<file path="config.mk">
export PLATFORM = sky130hd
export DESIGN_NAME = flash_command_decoder
export DESIGN_NICKNAME = d
export VERILOG_FILES = /design/src/pkg/flash_cmd_pkg.sv /design/src/rtl/flash_command_decoder.sv
export SDC_FILE = /design/constraint.sdc
export NUM_CORES = 1
export LEC_CHECK = 0
export BUFFER_PORTS_ARGS = -buffer_cell sky130_fd_sc_hd__buf_4
export CORE_ASPECT_RATIO = 1.2
export CORE_MARGIN = 2
export CORE_UTILIZATION = 58
export DETAILED_ROUTE_END_ITERATION = 10
export PLACE_DENSITY = 0.86
export SYNTH_ARGS = -nofsm -noshare
export SYNTH_HDL_FRONTEND = slang
export SYNTH_SLANG_ARGS = --single-unit
export TNS_END_PERCENT = 1
</file>
<file path="constraint.sdc">
create_clock -name clk_sys_i -period 3.55 [get_ports clk_sys_i]
set_input_delay 0.355 -clock clk_sys_i [delete_from_list [all_inputs] [get_ports clk_sys_i]]
set_output_delay 0.355 -clock clk_sys_i [all_outputs]
set_load 0.01 [all_outputs]
</file>
<file path="src/pkg/flash_cmd_pkg.sv">
// Package with command codes, status bit positions, register map and modes for the command decoder
// Function
// (RULE1) Two-cycle commands are setup then confirm; single-cycle are setup then data cycle.
// (RULE2) Reads between setup and confirm are serviced; pending command is kept.
// (RULE3) Any other write between setup and confirm sets status bits 7, 5, 4.
// (RULE4) 0060h then 0003h loads read configuration from the address bus.
// (RULE5) 0060h then 0004h loads extended configuration from the address bus.
// (RULE6) After 00C0h the next write stores data into the addressed OTP word or lock.
// (RULE7) 0050h clears all error bits and leaves status bits alone.
// (RULE8) 00FFh puts the addressed partition into array read mode.
// (RULE9) 0070h puts the addressed partition into status read mode.
// (RULE10) 0090h puts the addressed partition into identification read mode.
// (RULE11) 0098h puts the addressed partition into query table read mode.
// (RULE12) After 0041h next write programs one word; partition goes to status read.
// (RULE13) 00E9h then 00D0h is buffered program; data cycles lie between; status read. The code takes none: a command write before 00D0h is a sequence error.
// (RULE14) 0080h then 00D0h starts factory fill; data cycles follow; status read. The code takes no data cycles: it returns to idle after 00D0h.
// (RULE15) 0020h then 00D0h erases the addressed block; partition goes to status read.
// (RULE16) 0060h then 0001h sets the lock bit of the addressed block.
// (RULE17) 0060h then 00D0h clears the lock bit of the addressed block.
// (RULE18) 0060h then 002Fh sets the lock-down bit of the addressed block.
// (RULE19) 00B0h suspends program or erase; sets bit 6 for erase, bit 2 program.
// (RULE20) 00D0h resumes; a nested program suspend resumes before the erase.
// (RULE21) 00BCh then 00D0h blank checks the addressed block; status read mode.
// (RULE22) Command sequence error shows as status bits 5 and 4 both set.
// (RULE23) Error bits are set by the device, cleared only by 0050h or reset.
// (RULE24) Clear status also puts the addressed partition into status read mode.
// (RULE25) Bit 7 low means busy, high means ready.
// (RULE26) A confirm code that does not match the setup aborts with a sequence error.
`default_nettype none
package flash_cmd_pkg;
  // Command codes
  localparam logic [7:0] CMD_LOAD_CFG   = 8'h60;
  localparam logic [7:0] CMD_RCR_CONF   = 8'h03;
  localparam logic [7:0] CMD_ECR_CONF   = 8'h04;
  localparam logic [7:0] CMD_LOCK_CONF  = 8'h01;
  localparam logic [7:0] CMD_LDOWN_CONF = 8'h2f;
  localparam logic [7:0] CMD_CONFIRM    = 8'hd0;
  localparam logic [7:0] CMD_OTP        = 8'hc0;
  localparam logic [7:0] CMD_CLR_STAT   = 8'h50;
  localparam logic [7:0] CMD_RD_ARRAY   = 8'hff;
  localparam logic [7:0] CMD_RD_STAT    = 8'h70;
  localparam logic [7:0] CMD_RD_ID      = 8'h90;
  localparam logic [7:0] CMD_RD_QUERY   = 8'h98;
  localparam logic [7:0] CMD_PROG_WORD  = 8'h41;
  localparam logic [7:0] CMD_PROG_BUF   = 8'he9;
  localparam logic [7:0] CMD_FILL       = 8'h80;
  localparam logic [7:0] CMD_ERASE      = 8'h20;
  localparam logic [7:0] CMD_SUSPEND    = 8'hb0;
  localparam logic [7:0] CMD_BLANK      = 8'hbc;
  // Status bit positions
  localparam int ST_READY   = 7;
  localparam int ST_ESUSP   = 6;
  localparam int ST_ERR_HI  = 5;
  localparam int ST_ERR_LO  = 4;
  localparam int ST_PSUSP   = 2;
  localparam int ST_PART    = 0;
  localparam logic [15:0] STATUS_RESET = 16'h0080;
  localparam logic [15:0] ERROR_MASK   = 16'h033a;
  // APB register byte offsets
  localparam logic [7:0] REG_CMD_DATA = 8'h00;
  localparam logic [7:0] REG_CMD_ADDR = 8'h04;
  localparam logic [7:0] REG_STATUS   = 8'h08;
  localparam logic [7:0] REG_RCR      = 8'h0c;
  localparam logic [7:0] REG_ECR      = 8'h10;
  localparam logic [7:0] REG_OP       = 8'h14;
  localparam logic [7:0] REG_MODES    = 8'h18;
  localparam logic [7:0] REG_DONE     = 8'h1c;
  localparam logic [15:0] RCR_RESET   = 16'hbfcf;
  localparam logic [15:0] ECR_RESET   = 16'h0000;
  // Operation codes shown to the array engine
  localparam logic [3:0] OP_NONE = 4'h0;
  localparam logic [3:0] OP_PROG = 4'h1;
  localparam logic [3:0] OP_BUF  = 4'h2;
  localparam logic [3:0] OP_FILL = 4'h3;
  localparam logic [3:0] OP_ERASE = 4'h4;
  localparam logic [3:0] OP_BLANK = 4'h5;
  localparam logic [3:0] OP_LOCK  = 4'h6;
  localparam logic [3:0] OP_UNLOCK = 4'h7;
  localparam logic [3:0] OP_LDOWN = 4'h8;
  localparam logic [3:0] OP_OTP   = 4'h9;
  // Per-partition read modes
  typedef enum logic [1:0] {MODE_ARRAY, MODE_STATUS, MODE_ID, MODE_QUERY} read_mode_e;
endpackage
`default_nettype wire

</file>
<file path="src/rtl/flash_command_decoder.sv">
// Command decoder for a partitioned flash device, reached over APB
`timescale 1ns/100ps
`default_nettype none
module flash_command_decoder #(
  parameter int PARTS  = 8,
  parameter int PART_W = 3
) (
  // Clock and reset
  input  wire logic        clk_sys_i,
  input  wire logic        rst_b_i,
  // APB slave
  input  wire logic        psel_i,
  input  wire logic        penable_i,
  input  wire logic        pwrite_i,
  input  wire logic [7:0]  paddr_i,
  input  wire logic [31:0] pwdata_i,
  output logic [31:0]      prdata_o,
  output logic             pready_o,
  output logic             pslverr_o,
  // Array engine
  output logic             op_start_o,
  output logic [3:0]       op_code_o,
  output logic [23:0]      op_addr_o,
  output logic [15:0]      op_data_o,
  output logic             op_suspend_o,
  output logic             op_resume_o,
  output logic [PARTS-1:0][1:0] part_mode_o,
  output logic [15:0]      status_o,
  output logic [15:0]      rcr_o,
  output logic [15:0]      ecr_o
);
  // Decoder states: idle, waiting for confirm, waiting for a data write
  typedef enum logic [1:0] {ST_IDLE, ST_CONFIRM, ST_DATA} state_e;

  state_e            state_r;
  logic [7:0]        setup_r;
  logic [23:0]       addr_r;
  logic [15:0]       status_r;
  logic [15:0]       rcr_r;
  logic [15:0]       ecr_r;
  logic [PARTS-1:0][1:0] mode_r;
  logic              busy_r;
  logic              is_erase_r;
  logic              esusp_r;
  logic              psusp_r;
  logic              start_r;
  logic [3:0]        opc_r;
  logic [23:0]       opa_r;
  logic [15:0]       opd_r;
  logic              susp_r;
  logic              resm_r;
  logic [31:0]       rdata_r;

  // Bus decode: one-cycle answer, writes act in the access phase
  wire acc      = psel_i & penable_i;
  wire wr_addr  = acc & pwrite_i & (paddr_i == flash_cmd_pkg::REG_CMD_ADDR);
  wire wr_cmd   = acc & pwrite_i & (paddr_i == flash_cmd_pkg::REG_CMD_DATA);
  wire wr_done  = acc & pwrite_i & (paddr_i == flash_cmd_pkg::REG_DONE);
  wire [7:0] code = pwdata_i[7:0];
  wire [PART_W-1:0] part = addr_r[23 -: PART_W];
  wire known = (paddr_i[7:5] == 3'h0) & (paddr_i[1:0] == 2'b00);
  assign pready_o  = 1'b1;
  assign pslverr_o = acc & ~known;

  // Command classification from the written code
  wire in_idle   = (state_r == ST_IDLE);
  wire want_conf = (code == flash_cmd_pkg::CMD_LOAD_CFG) | (code == flash_cmd_pkg::CMD_PROG_BUF)
                 | (code == flash_cmd_pkg::CMD_FILL) | (code == flash_cmd_pkg::CMD_ERASE)
                 | (code == flash_cmd_pkg::CMD_BLANK);
  wire want_data = (code == flash_cmd_pkg::CMD_OTP) | (code == flash_cmd_pkg::CMD_PROG_WORD);
  wire setup_cfg = (setup_r == flash_cmd_pkg::CMD_LOAD_CFG);
  wire conf_ok = setup_cfg ? ((code == flash_cmd_pkg::CMD_RCR_CONF)
                 | (code == flash_cmd_pkg::CMD_ECR_CONF) | (code == flash_cmd_pkg::CMD_LOCK_CONF)
                 | (code == flash_cmd_pkg::CMD_LDOWN_CONF) | (code == flash_cmd_pkg::CMD_CONFIRM))
                 : (code == flash_cmd_pkg::CMD_CONFIRM); // [RULE26]
  wire do_confirm = wr_cmd & (state_r == ST_CONFIRM) & conf_ok;
  wire bad_conf   = wr_cmd & (state_r == ST_CONFIRM) & ~conf_ok; // [RULE3] [RULE26]
  wire do_data    = wr_cmd & (state_r == ST_DATA);
  wire do_suspend = wr_cmd & in_idle & (code == flash_cmd_pkg::CMD_SUSPEND) & busy_r;
  wire do_resume  = wr_cmd & in_idle & (code == flash_cmd_pkg::CMD_CONFIRM)
                  & (esusp_r | psusp_r);
  wire do_clear   = wr_cmd & in_idle & (code == flash_cmd_pkg::CMD_CLR_STAT);

  // Operation chosen by the setup code, and by the confirm code after 0060h
  logic [3:0] conf_op;
  always_comb begin
    conf_op = flash_cmd_pkg::OP_NONE;
    case (setup_r)
      flash_cmd_pkg::CMD_PROG_BUF: conf_op = flash_cmd_pkg::OP_BUF;     // [RULE13]
      flash_cmd_pkg::CMD_FILL:     conf_op = flash_cmd_pkg::OP_FILL;    // [RULE14]
      flash_cmd_pkg::CMD_ERASE:    conf_op = flash_cmd_pkg::OP_ERASE;   // [RULE15]
      flash_cmd_pkg::CMD_BLANK:    conf_op = flash_cmd_pkg::OP_BLANK;   // [RULE21]
      flash_cmd_pkg::CMD_LOAD_CFG: begin
        if (code == flash_cmd_pkg::CMD_LOCK_CONF) conf_op = flash_cmd_pkg::OP_LOCK;     // [RULE16]
        else if (code == flash_cmd_pkg::CMD_CONFIRM) conf_op = flash_cmd_pkg::OP_UNLOCK; // [RULE17]
        else if (code == flash_cmd_pkg::CMD_LDOWN_CONF) conf_op = flash_cmd_pkg::OP_LDOWN; // [RULE18]
        else conf_op = flash_cmd_pkg::OP_NONE;
      end
      default: conf_op = flash_cmd_pkg::OP_NONE;
    endcase
  end
  wire auto_status = (conf_op == flash_cmd_pkg::OP_BUF) | (conf_op == flash_cmd_pkg::OP_FILL)
                   | (conf_op == flash_cmd_pkg::OP_ERASE) | (conf_op == flash_cmd_pkg::OP_BLANK);
  wire array_op    = auto_status;
  wire data_op_prog = (setup_r == flash_cmd_pkg::CMD_PROG_WORD);

  // Sequencer: only command writes move it; reads never touch it [RULE1] [RULE2]
  always_ff @(posedge clk_sys_i or negedge rst_b_i) begin
    if (!rst_b_i) begin
      state_r <= ST_IDLE;
      setup_r <= 8'h00;
    end else if (wr_cmd) begin
      if (in_idle && want_conf) begin
        state_r <= ST_CONFIRM;
        setup_r <= code;
      end else if (in_idle && want_data) begin
        state_r <= ST_DATA;
        setup_r <= code;
      end else begin
        state_r <= ST_IDLE;
      end
    end
  end

  // Address latch for the next command write
  always_ff @(posedge clk_sys_i or negedge rst_b_i) begin
    if (!rst_b_i) addr_r <= 24'h000000;
    else if (wr_addr) addr_r <= pwdata_i[23:0];
  end

  // Configuration registers load from the latched address on confirm
  always_ff @(posedge clk_sys_i or negedge rst_b_i) begin
    if (!rst_b_i) begin
      rcr_r <= flash_cmd_pkg::RCR_RESET;
      ecr_r <= flash_cmd_pkg::ECR_RESET;
    end else if (do_confirm && setup_cfg) begin
      if (code == flash_cmd_pkg::CMD_RCR_CONF) rcr_r <= addr_r[15:0]; // [RULE4]
      if (code == flash_cmd_pkg::CMD_ECR_CONF) ecr_r <= addr_r[15:0]; // [RULE5]
    end
  end

  // Per-partition read mode
  always_ff @(posedge clk_sys_i or negedge rst_b_i) begin
    if (!rst_b_i) begin
      mode_r <= '0;
    end else if (wr_cmd && in_idle) begin
      case (code)
        flash_cmd_pkg::CMD_RD_ARRAY: mode_r[part] <= flash_cmd_pkg::MODE_ARRAY;  // [RULE8]
        flash_cmd_pkg::CMD_RD_STAT:  mode_r[part] <= flash_cmd_pkg::MODE_STATUS; // [RULE9]
        flash_cmd_pkg::CMD_CLR_STAT: mode_r[part] <= flash_cmd_pkg::MODE_STATUS; // [RULE24]
        flash_cmd_pkg::CMD_RD_ID:    mode_r[part] <= flash_cmd_pkg::MODE_ID;     // [RULE10]
        flash_cmd_pkg::CMD_RD_QUERY: mode_r[part] <= flash_cmd_pkg::MODE_QUERY;  // [RULE11]
        default: mode_r <= mode_r;
      endcase
    end else if (do_confirm && auto_status) begin
      mode_r[part] <= flash_cmd_pkg::MODE_STATUS;   // [RULE13] [RULE14] [RULE15] [RULE21]
    end else if (do_data && data_op_prog) begin
      mode_r[part] <= flash_cmd_pkg::MODE_STATUS;   // [RULE12]
    end
  end

  // Operation launch towards the array engine, one-cycle start pulse
  always_ff @(posedge clk_sys_i or negedge rst_b_i) begin
    if (!rst_b_i) begin
      start_r <= 1'b0;
      opc_r   <= flash_cmd_pkg::OP_NONE;
      opa_r   <= 24'h000000;
      opd_r   <= 16'h0000;
    end else begin
      start_r <= 1'b0;
      if (do_confirm && conf_op != flash_cmd_pkg::OP_NONE) begin
        start_r <= 1'b1;
        opc_r   <= conf_op;
        opa_r   <= addr_r;
      end else if (do_data) begin
        start_r <= 1'b1;                             // [RULE6] [RULE12]
        opc_r   <= data_op_prog ? flash_cmd_pkg::OP_PROG : flash_cmd_pkg::OP_OTP;
        opa_r   <= addr_r;
        opd_r   <= pwdata_i[15:0];
      end
    end
  end

  // Busy tracking and suspend nesting; a program may run inside an erase suspend
  always_ff @(posedge clk_sys_i or negedge rst_b_i) begin
    if (!rst_b_i) begin
      busy_r     <= 1'b0;
      is_erase_r <= 1'b0;
      esusp_r    <= 1'b0;
      psusp_r    <= 1'b0;
      susp_r     <= 1'b0;
      resm_r     <= 1'b0;
    end else begin
      susp_r <= do_suspend;
      resm_r <= do_resume;
      if (do_suspend) begin
        busy_r <= 1'b0;
        if (is_erase_r) esusp_r <= 1'b1;            // [RULE19]
        else psusp_r <= 1'b1;                        // [RULE19]
      end else if (do_resume) begin
        busy_r <= 1'b1;
        if (psusp_r) begin
          psusp_r    <= 1'b0;                        // [RULE20]
          is_erase_r <= 1'b0;
        end else begin
          esusp_r    <= 1'b0;
          is_erase_r <= 1'b1;
        end
      end else if ((do_confirm && array_op) || (do_data && data_op_prog)) begin
        busy_r     <= 1'b1;
        is_erase_r <= (conf_op == flash_cmd_pkg::OP_ERASE) & do_confirm;
      end else if (wr_done) begin
        busy_r <= 1'b0;
        if (!is_erase_r && esusp_r) is_erase_r <= 1'b1;
      end
    end
  end

  // Status word: device-set errors win over the clear in the same cycle
  logic [15:0] err_set;
  always_comb begin
    err_set = 16'h0000;
    if (bad_conf) begin
      err_set[flash_cmd_pkg::ST_ERR_HI] = 1'b1;      // [RULE22]
      err_set[flash_cmd_pkg::ST_ERR_LO] = 1'b1;
    end
    if (wr_done) err_set = err_set | (pwdata_i[15:0] & flash_cmd_pkg::ERROR_MASK);
  end
  always_ff @(posedge clk_sys_i or negedge rst_b_i) begin
    if (!rst_b_i) begin
      status_r <= flash_cmd_pkg::STATUS_RESET;
    end else begin
      if (do_clear) status_r <= (status_r & ~flash_cmd_pkg::ERROR_MASK) | err_set; // [RULE7] [RULE23]
      else status_r <= status_r | err_set;          // [RULE23]
    end
  end
  // Status bits come from device state; bit 7 high means ready [RULE25] [RULE3]
  logic [15:0] status_view;
  always_comb begin
    status_view = status_r & flash_cmd_pkg::ERROR_MASK;
    status_view[flash_cmd_pkg::ST_READY] = ~busy_r;
    status_view[flash_cmd_pkg::ST_ESUSP] = esusp_r;
    status_view[flash_cmd_pkg::ST_PSUSP] = psusp_r;
    status_view[flash_cmd_pkg::ST_PART]  = busy_r & (opa_r[23 -: PART_W] != part);
  end

  // Read data register
  always_ff @(posedge clk_sys_i or negedge rst_b_i) begin
    if (!rst_b_i) rdata_r <= 32'h00000000;
    else if (psel_i && !penable_i && !pwrite_i) begin
      case (paddr_i)
        flash_cmd_pkg::REG_CMD_ADDR: rdata_r <= {8'h00, addr_r};
        flash_cmd_pkg::REG_STATUS:   rdata_r <= {16'h0000, status_view};
        flash_cmd_pkg::REG_RCR:      rdata_r <= {16'h0000, rcr_r};
        flash_cmd_pkg::REG_ECR:      rdata_r <= {16'h0000, ecr_r};
        flash_cmd_pkg::REG_OP:       rdata_r <= {18'h00000, state_r, opc_r, setup_r};
        flash_cmd_pkg::REG_MODES:    rdata_r <= 32'(mode_r);
        default:                     rdata_r <= 32'h00000000;
      endcase
    end
  end

  assign prdata_o     = rdata_r;
  assign op_start_o   = start_r;
  assign op_code_o    = opc_r;
  assign op_addr_o    = opa_r;
  assign op_data_o    = opd_r;
  assign op_suspend_o = susp_r;
  assign op_resume_o  = resm_r;
  assign part_mode_o  = mode_r;
  assign status_o     = status_view;
  assign rcr_o        = rcr_r;
  assign ecr_o        = ecr_r;

  // Checks
  chk_seq_error: assert property (@(posedge clk_sys_i) disable iff (!rst_b_i)
    bad_conf |=> (status_o[5:4] == 2'b11)) else $error("sequence error not flagged"); // [RULE3]
  chk_rcr_load: assert property (@(posedge clk_sys_i) disable iff (!rst_b_i)
    (do_confirm && setup_cfg && code == 8'h03) |=> (rcr_o == $past(addr_r[15:0])))
    else $error("read config not loaded"); // [RULE4]
  chk_ecr_load: assert property (@(posedge clk_sys_i) disable iff (!rst_b_i)
    (do_confirm && setup_cfg && code == 8'h04) |=> (ecr_o == $past(addr_r[15:0])))
    else $error("extended config not loaded"); // [RULE5]
  chk_clear_err: assert property (@(posedge clk_sys_i) disable iff (!rst_b_i)
    (do_clear && !bad_conf && !wr_done) |=> ((status_o & 16'h033a) == 16'h0000))
    else $error("errors not cleared"); // [RULE7]
  chk_err_sticky: assert property (@(posedge clk_sys_i) disable iff (!rst_b_i)
    (status_o[4] && !do_clear) |=> status_o[4]) else $error("error bit lost"); // [RULE23]
  chk_stat_mode: assert property (@(posedge clk_sys_i) disable iff (!rst_b_i)
    (wr_cmd && in_idle && code == 8'h70) |=> (part_mode_o[$past(part)] == 2'd1))
    else $error("status mode not set"); // [RULE9]
  chk_erase_susp: assert property (@(posedge clk_sys_i) disable iff (!rst_b_i)
    (do_suspend && is_erase_r) |=> (status_o[6] && status_o[7]))
    else $error("erase suspend not shown"); // [RULE19]
  chk_nest_resume: assert property (@(posedge clk_sys_i) disable iff (!rst_b_i)
    (do_resume && psusp_r && esusp_r) |=> (!status_o[2] && status_o[6]))
    else $error("nested resume order wrong"); // [RULE20]
  chk_read_keeps: assert property (@(posedge clk_sys_i) disable iff (!rst_b_i)
    (state_r == ST_CONFIRM && !wr_cmd) |=> (state_r == ST_CONFIRM))
    else $error("pending command lost"); // [RULE2]
  chk_busy_ready: assert property (@(posedge clk_sys_i) disable iff (!rst_b_i)
    (do_confirm && conf_op == 4'h4) |=> !status_o[7]) else $error("busy not shown"); // [RULE25]
endmodule
`default_nettype wire

</file>
# Word level (Yosys, flattened, before mapping)
# Cells that the tools add are included.
word_totals:
  ff_bits: 181
  in_bits: 45
  output_inout_bits: 145
  wordCells: 196
classes:
  magnitude_cmp: 2
  n_eq_ne: 42
  mux: 42
  bitwise_logic: 49
  n_reduce_logical: 36
ops:
  columns: ["cell", "n"]
  rows:
  - ["case mux 24 bit (6 select lines)", 1]
  - ["equality test 8 bit, second input constant", 12]
  - ["2-to-1 mux 16 bit", 4]
  - ["case mux 16 bit (4 select lines)", 1]
  - ["equality test 8 x 7 -> 1 bit, second input constant", 6]
  - ["2-to-1 mux 24 bit", 2]
  - ["OR 16 bit", 3]
  - ["equality test 8 x 5 -> 1 bit, second input constant", 4]
  - ["equality test 8 x 6 -> 1 bit, second input constant", 3]
  - ["2-to-1 mux 4 bit", 6]
  - ["case mux 4 bit (5 select lines)", 1]
  - ["bitwise AND 1 bit", 19]
  - ["2-to-1 mux 1 bit", 19]
  - ["bitwise AND 16 bit", 1]
  - ["bitwise AND 8 bit", 2]
  - ["equality test 8 x 3 -> 1 bit, second input constant", 2]
  - ["equality test 8 x 4 -> 1 bit, second input constant", 2]
  - ["2-to-1 mux 8 bit", 2]
  - ["inverter 16 bit", 1]
  - ["inverter 8 bit", 2]
  - ["OR 8 bit", 2]
  - ["OR 1 bit", 13]
  - ["AND reduction 2 bit", 6]
  - ["logical AND 1 bit", 11]
  - ["other kinds (27)", 46]

# Logic depth before layout (Yosys ltp)
# Gate-level depths: netlist (run 1).
depth:
  depth_word: 14
  ltp_mapped: 9
  mapped_depth_nobuf: 6

# Worst setup path after synthesis (run 1)
# No wires, ideal clock.
synth_path:
  path_kind: "input -> register"
  start: "input pwdata_i[1]"
  end: "register mode_r (netlist bit part_mode_o[2])"
  setup_ps: 125
  arrival_time_ps: 2459
  t_required_ps: 3425
  slack_ps: 966
  stages: 9
  path_buffers: 3
  path_cell_list: "buf_2 > or4_4 > or3_1 > clkbuf_1 > a21oi_2 > a311oi_4 > buf_6 > nor2_1 > mux2_2"
synth_via:
  elab_chain_len: 12
  word_cells_on_any_way: 35
synth_rtl:
  columns: ["element", "line", "text"]
  rows:
  - ["from (decl)", "flash_command_decoder.sv:16", "input wire logic [31:0] pwdata_i,"]
  - ["equality test 8 x 6 -> 1 bit", "flash_command_decoder.sv:74, flash_command_decoder.sv:96", null]
  - ["2-to-1 mux 4 bit", "flash_command_decoder.sv:96", "else if (code == flash_cmd_pkg::CMD_LDOWN_CONF) conf_op = flash_cmd_pkg::OP_LDOWN;"]
  - ["2-to-1 mux 4 bit", "flash_command_decoder.sv:95", "else if (code == flash_cmd_pkg::CMD_CONFIRM) conf_op = flash_cmd_pkg::OP_UNLOCK;"]
  - ["2-to-1 mux 4 bit", "flash_command_decoder.sv:94", "if (code == flash_cmd_pkg::CMD_LOCK_CONF) conf_op = flash_cmd_pkg::OP_LOCK;"]
  - ["case mux 4 bit (5 select lines)", "flash_command_decoder.sv:88", "case (setup_r)"]
  - ["equality test 4 x 2 -> 1 bit", "flash_command_decoder.sv:102", "wire auto_status = (conf_op == flash_cmd_pkg::OP_BUF) | (conf_op == flash_cmd_pkg::OP_FILL)"]
  - ["OR 1 bit", "flash_command_decoder.sv:102", null]
  - ["OR 1 bit (2 in a row)", "flash_command_decoder.sv:103", "| (conf_op == flash_cmd_pkg::OP_ERASE) | (conf_op == flash_cmd_pkg::OP_BLANK);"]
  - ["logical AND 1 bit", "flash_command_decoder.sv:155", "end else if (do_confirm && auto_status) begin"]
  - ["nonzero test 3 bit (no source line) or 2-to-1 mux 16 bit (tied branches)", null, null]
  - ["AND reduction 2 bit (no source line) or 2-to-1 mux 16 bit (tied branches)", null, null]
  - ["to (signal assigned)", "flash_command_decoder.sv:153", "default: mode_r <= mode_r;"]
  - ["to (signal, indexed assignment)", "flash_command_decoder.sv:156", "mode_r[part] <= flash_cmd_pkg::MODE_STATUS;"]
  - ["to (signal, indexed assignment)", "flash_command_decoder.sv:158", "mode_r[part] <= flash_cmd_pkg::MODE_STATUS;"]
  - ["to (decl)", "flash_command_decoder.sv:41", "logic [PARTS-1:0][1:0] mode_r;"]
# Parallel ways exist; a longest one is shown, timed or not.
# A chain may end at the register's enable or synchronous reset.

# Final worst setup path (run 1)
layout_path:
  start: "register setup_r[7]"
  end: "register opa_r[18], in the netlist op_addr_o[18]"
layout_via:
  elab_chain_len: 5
  word_cells_on_any_way: 12
layout_rtl:
  columns: ["element", "line", "text"]
  rows:
  - ["from (decl)", "flash_command_decoder.sv:36", "logic [7:0] setup_r;"]
  - ["from (signal assigned)", "flash_command_decoder.sv:115", "setup_r <= code;"]
  - ["from (signal assigned)", "flash_command_decoder.sv:118", "setup_r <= code;"]
  - ["equality test 8 x 7 -> 1 bit, or another cell as far along", "flash_command_decoder.sv:71, flash_command_decoder.sv:88", null]
  - ["case mux 4 bit (5 select lines) or 2-to-1 mux 1 bit (tied branches)", "flash_command_decoder.sv:88, flash_command_decoder.sv:72", null]
  - ["nonzero test 4 bit or bitwise AND 1 bit (tied branches)", "flash_command_decoder.sv:171, flash_command_decoder.sv:76", null]
  - ["logical AND 1 bit *", "flash_command_decoder.sv:171", "if (do_confirm && conf_op != flash_cmd_pkg::OP_NONE) begin"]
  - ["2-to-1 mux 24 bit or nonzero test 2 bit (tied branches)", null, null]
  - ["to (signal assigned)", "flash_command_decoder.sv:174", "opa_r <= addr_r;"]
  - ["to (signal assigned)", "flash_command_decoder.sv:178", "opa_r <= addr_r;"]
  - ["to (decl)", "flash_command_decoder.sv:48", "logic [23:0] opa_r;"]
# Every way passes the cells marked *; elsewhere a longest branch is shown, timed or not.

==> impl_metrics.tcl, run 1 <==
set metrics [dict create \
    wl_per_cell_um 22.2 \
    die_h_um 130 \
    antenna_found_initial 0 \
    cts_resized 0 \
    setup_viol_count_final 0 \
    whs_ps -14.0 \
    syn_avg_cell_area_sq_um 11.5 \
    cts_max_level 4 \
    clock_skew_ps 11.5 \
    root_buffer "clkbuf_16" \
    drtIter0Drc 555 \
    area_growth_pct 24.9 \
    yosysMostFrequentCell "dfrtp_1" \
    hp-class "input pin to asynchronous set/reset pin" \
    num_antenna_cells 0 \
    hold_viol 4 \
    drive_gt1_share_pct 40.5 \
    slew-limit-headroom_pct 45.7 \
    gp_congestion 0.924 \
    total_power_mw 3.97 \
    grt_pass1_wl_mm 33.9 \
    grt_pass1_vias 6075 \
    synthAdderAreaFrac_pct 0 \
    synth_area_leaders "dfrtp_1, mux2_2, dfstp_2, nand2_1, mux2_4" \
    synth_warnings 0 \
    core_sq_um 13100 \
    yosysSeqAreaShare_pct 53.4 \
    p_leak_nw 4.82 \
    rsz0062_at_grt "false" \
    dr_total_vias 6310 \
    avgViaCountPerCell 6.30 \
    io_pins 190 \
    fin_crit_ps 2870 \
    cts_made_buffers 17 \
    synth_edf_count 0 \
    track_usage_pct 32.0 \
    max_cap_viol_count 0 \
    final_cell_area_sq_um 9580 \
    finalNetCount 865 \
    stdcell_count 1001 \
    ir_drop_mv 0.296 \
    cts_hold_buffers 0 \
    async_flop_share_pct 100 \
    powerDensity_nw_per_um2 414 \
    synth_common_cells "dfrtp_1, nand2_1, mux2_2" \
    overflow 0 \
    synth_top_cell_by_area "dfrtp_1" \
    drv_slew 0 \
    max_freq_ghz 0.348 \
    cp.arrival_ps 3180 \
    worstMarginPinSlew_ps 815 \
    path_class "flip-flop to flip-flop" \
    synthMuxAreaShare_pct 14.7 \
    synthFlopType "dfrtp_1" \
    dp_cells 969 \
    period_share_pct 80.9 \
    tns_ps 0 \
    synth_simple_gate_area_share_pct 15.4 \
    worstRegToRegCells 7 \
    crit_required_ps 3860 \
    cts_sinks 163 \
    die_area_sq_um 14200 \
    numPortBuffers 166 \
    synth-compound-area-share_pct 11.5 \
    ys_ff_latch 163 \
    clockBufferDepth 2 \
    end_kind "flip-flop" \
    synth_top_family_by_area "simple AND/OR/NAND/NOR gates" \
    initial_utilization_pct 58.7 \
    drc 0 \
    timing.critical_path.from_type "flip-flop" \
    clkTransAtPathRegs_ps 70 \
    path_max_fanout 21 \
    cts_tree "built" \
    synthXorXnorAreaFrac_pct 0.457 \
    synth_top_area_share_pct 48.9 \
    synth_area_sq_um 7670 \
    die-width_um 109 \
    placed_area_sq_um 8980 \
    grt_start_max_net_pins 89 \
    drt-total-wl_mm 22.2 \
    ant_nets 0 \
    rows 46 \
    post_cts_buffers 0 \
    clkLatencyLatePin_ps 430 \
    synth_cells 667 \
    synth_cell_types 65 \
    place_hpwl_mm 15.5 \
    violations "hold timing" \
    utilization_pct 73.3 \
    firstDrtPassIters 6 \
    status "finished with violations" \
]
==> metal layers <==
layer	GRT usage, %	wire [um]	vias to the layer above
li1	-	-	2731
met1	40.2	8140	3164
met2	54.2	11500	345
met3	5.19	1680	70
met4	14.9	862	0
met5	0	0	-
==> where the power goes <==
| group | total (mW) | leakage, nW | switching, mW | internal (mW) |
|---|---|---|---|---|
| clock network | 1.86 | 0.288 | 0.774 | 1.08 |
| registers | 1.90 | 2.21 | 0.0215 | 1.88 |
| logic | 0.207 | 2.32 | 0.127 | 0.0801 |
==> logic make-up after synthesis <==
group / Yosys count
AO/OA/AOI/OAI: 115
XOR/XNOR: 4
buffers and inverters: 65
flip-flops: 163
multiplexers: 94
other: 2
AND/OR/NAND/NOR: 224
==> state kept, by name, summed over array words and instances (netlist names) <==
register	flops
addr_r	24
op_addr_o	24
prdata_o	24
ecr_o	16
op_data_o	16
part_mode_o	16
rcr_o	16
setup_r	8
status_r	6
op_code_o	4
state_r	2
busy_r	1
esusp_r	1
is_erase_r	1
op_resume_o	1
op_start_o	1
op_suspend_o	1
psusp_r	1
==> worst paths after layout <==
check | slack [ps] | from | end
max | 680 | setup_r[7] | op_addr_o[18]
min | -10 | rst_b_i | op_addr_o[14]
max reg2reg | 680 | setup_r[7] | op_addr_o[18]
min reg2reg | 470 | op_data_o[3] | op_data_o[3]
max in group asynchronous | 2690 | rst_b_i | rcr_o[6]
min in group clk_sys_i | 150 | pwdata_i[12] | op_data_o[12]
==> layout make-up <==
type / count / area (sq um)
Clock inverter: 13 / 148
Multi-Input combinational cell: 452 / 3280
Inverter: 5 / 18.8
Clock buffer: 19 / 453
Sequential cell: 163 / 4100
Fill cell: 872 / 3480
Tap cell: 168 / 210
Timing Repair Buffer: 181 / 1380
==> placed cells by master (no fill, tap or decap), types with 10 or more instances in the layout <==
master,n
mux2_4,18
clkbuf_16,17
a21oi_1,12
a31oi_1,14
o21ai_0,29
a222oi_1,24
nor3_1,10
nor2_1,39
buf_4,179
nand2_1,89
mux2_2,74
dfrtp_1,150
dfstp_2,13
conb_1,15
nand3_1,16
or3_1,10
==> critical path: stages (launching register included) <==
cell       delay [ps]
dfrtp_1           490
nor4_4            330
nand2_2           210
or4_4             600
o2111ai_4         160
a41oi_4           260
buf_4             350
mux2_4            350
==> per-stage QoR <==
stage / setup slack, ps / hold slack [ps]
floorplan: 966 / 59.4
global placement: 687 / 453
detailed placement: 650 / 457
CTS: 707 / 37.9
global route: 580 / 58.6
finish: 677 / -14.0
Note: power is estimated with default switching activity, not from simulation.
==> run 2: changes to the inputs <==
Settings changed: ABC_AREA from default to 1, CORE_UTILIZATION 58 to 55, PLACE_DENSITY 0.86 to 0.81.
Clock period 3.55 ns to 2.65 ns, I/O delays scaled along.
==> run 2 against run 1 <==
  * The run now ends clean
  * Non-clock buffer count rose by 5
  * Synthesized area rose by 10%
  * Critical endpoint is now rcr_o[5]
  * Utilization fell by 3.9 points
  * Via count rose by 28%
  * Global-route usage rose by 0.60 points
  * First-iteration DRC count rose by 82%
  * Die area rose by 16%
  * Flip-flop and latch count did not move
  * Routed wire length rose by 19%
  * Largest cell class unchanged
==> impl_metrics.tcl, run 2 <==
set metrics [dict create \
    ys_ff_latch 163 \
    area_growth_pct 23.3 \
    m1WireLength_mm 10.6 \
    multiInputGateArea_sq_um 3570 \
    die_area_sq_um 16400 \
    synthAdderAreaFrac_pct 0 \
    timing.critical_path.from_type "flip-flop" \
    synth_warnings 0 \
    grt_pass1_vias 7422 \
    finalNetCount 1271 \
    p_leak_nw 5.40 \
    rows 49 \
    dp_slack_ps 420 \
    drtIter0Drc 1011 \
    end_kind "flip-flop" \
    worstMarginPinSlew_ps 671 \
    yosysSeqAreaShare_pct 48.4 \
    root_buffer "clkbuf_16" \
    cp.arrival_ps 2620 \
    synth_top_family_by_area "simple AND/OR/NAND/NOR gates" \
    die-width_um 117 \
    place_hpwl_mm 19.3 \
    synth_edf_count 0 \
    clock_skew_ps 8.82 \
    dr_wl_met2_mm 12.8 \
    synth-compound-area-share_pct 13.4 \
    ant_nets 0 \
    whs_ps 39.9 \
    synth_cell_types 48 \
    fin_crit_ps 2300 \
    io_pins 190 \
    dr_wl_met3_mm 1.90 \
    clkLatencyLatePin_ps 430 \
    initial_utilization_pct 56.3 \
    grt_start_max_net_pins 66 \
    layout_common_cells "nand2_1, buf_4, dfrtp_1" \
    max_freq_ghz 0.434 \
    drc 0 \
    crit_required_ps 2960 \
    post_cts_buffers 0 \
    total_power_mw 5.39 \
    async_flop_share_pct 100 \
    synthMuxAreaShare_pct 0.592 \
    numPortBuffers 166 \
    cts_sinks 163 \
    synth_simple_gate_area_share_pct 27.3 \
    core_sq_um 15000 \
    synth_cells 1066 \
    wl_per_cell_um 18.3 \
    yosysMostFrequentCell "nand2_1" \
    synthFlopType "dfrtp_1" \
    drv_slew 0 \
    regArea_sq_um 4100 \
    synth_area_leaders "dfrtp_1, nand2_1, inv_1, o21ai_0, dfstp_2" \
    synth_top_cell_by_area "dfrtp_1" \
    path_max_fanout 32 \
    cts_tree "built" \
    overflow 0 \
    clockBufferDepth 2 \
    hp-class "input pin to flip-flop" \
    setup_viol_count_final 0 \
    synthXorXnorAreaFrac_pct 0.311 \
    slew-limit-headroom_pct 55.2 \
    layout_commonest_cell "nand2_1" \
    antenna_found_initial 0 \
    worst_slack_ps 347 \
    cts_max_level 4 \
    firstDrtPassIters 6 \
    die_h_um 140 \
    drt-total-wl_mm 26.4 \
    tns_ps 0 \
    num_antenna_cells 0 \
    fillers 1222 \
    hold_viol 0 \
    highest_layer "met4" \
    status "finished, final reports clean" \
    synth_common_cells "nand2_1, dfrtp_1, inv_1" \
    path_class "flip-flop to flip-flop" \
    avgViaCountPerCell 5.60 \
    grt_pass1_wl_mm 40.1 \
    clkTransAtPathRegs_ps 70 \
    final_cell_area_sq_um 10400 \
    synth_top_area_share_pct 44.4 \
    drive_gt1_share_pct 23.5 \
    cts_made_buffers 17 \
    placed_area_sq_um 9810 \
    period_share_pct 86.9 \
    rsz0062_at_grt "false" \
    synth_area_sq_um 8460 \
    max_cap_viol_count 0 \
    dr_total_vias 8071 \
    track_usage_pct 32.6 \
    syn_avg_cell_area_sq_um 7.93 \
    gp_congestion 0.954 \
    powerDensity_nw_per_um2 517 \
    ir_drop_mv 0.404 \
]
## run 2: layer usage
layer / track usage (%) / vias up
met4: 14.0 / 0
met1: 43.9 / 3843
li1: - / 3760
met2: 51.8 / 404
met3: 5.49 / 64
met5: 0 / -
## run 2: layout make-up
| class | count | area share (%) |
|---|---|---|
| clock buffer | 19 | 4.25 |
| clock inverter | 12 | 1.60 |
| inverter | 123 | 4.44 |
| multi-input combinational | 735 | 34.3 |
| sequential | 163 | 39.3 |
| tap | 204 | 2.45 |
| timing repair buffer | 186 | 13.7 |
## run 2: repair_timing
action                    4_1_cts  5_1_grt
hold buffers                    1        0
hold endpoints to repair       39        0
gates resized for setup         0        0
## run 2: critical path: stages, from the launching register on
cell     delay (ps)
dfrtp_1         400
nor2_1          270
nand2_1         110
nor2_2          240
inv_2           100
o21ai_2          80
inv_2            70
nor2_4          110
nand2_2          90
nor2_4          140
nand3_4          80
buf_4           270
nand2_1         130
o21ai_2          60
## run 2: final timing paths
path | start | end | slack (ps) | depth (start not counted)
max in group asynchronous | rst_b_i | rcr_o[1] | 1510 | 3
max reg2reg | setup_r[1] | rcr_o[5] | 350 | 13
max | setup_r[1] | rcr_o[5] | 350 | 13
min in group asynchronous | rst_b_i | op_data_o[0] | 330 | 2
min reg2reg | is_erase_r | psusp_r | 470 | 1
min | pwdata_i[9] | status_r[9] | 40 | 3
## run 2: metrics by stage
stage          cells  utilization (%)
6_report        1442             69.4
5_1_grt         1442             69.4
4_1_cts         1442             69.4
3_5_place_dp    1410             65.3
3_3_place_gp    1410             65.3
2_1_floorplan   1079                -
## run 2: kinds of logic (layout without fill, tap and decap cells)
kind of cell,after synthesis,in the layout
other,2,15
AO/OA/AOI/OAI,183,183
flip-flops,163,163
AND/OR/NAND/NOR,529,529
multiplexers,5,5
buffers and inverters,181,340
XOR/XNOR,3,3
## run 2: power by group
part | total, mW | switching, mW | internal [mW]
clock | 2.59 | 1.06 | 1.52
combinational | 0.270 | 0.176 | 0.0935
sequential | 2.53 | 0.0235 | 2.51
total | 5.39 | 1.26 | 4.13
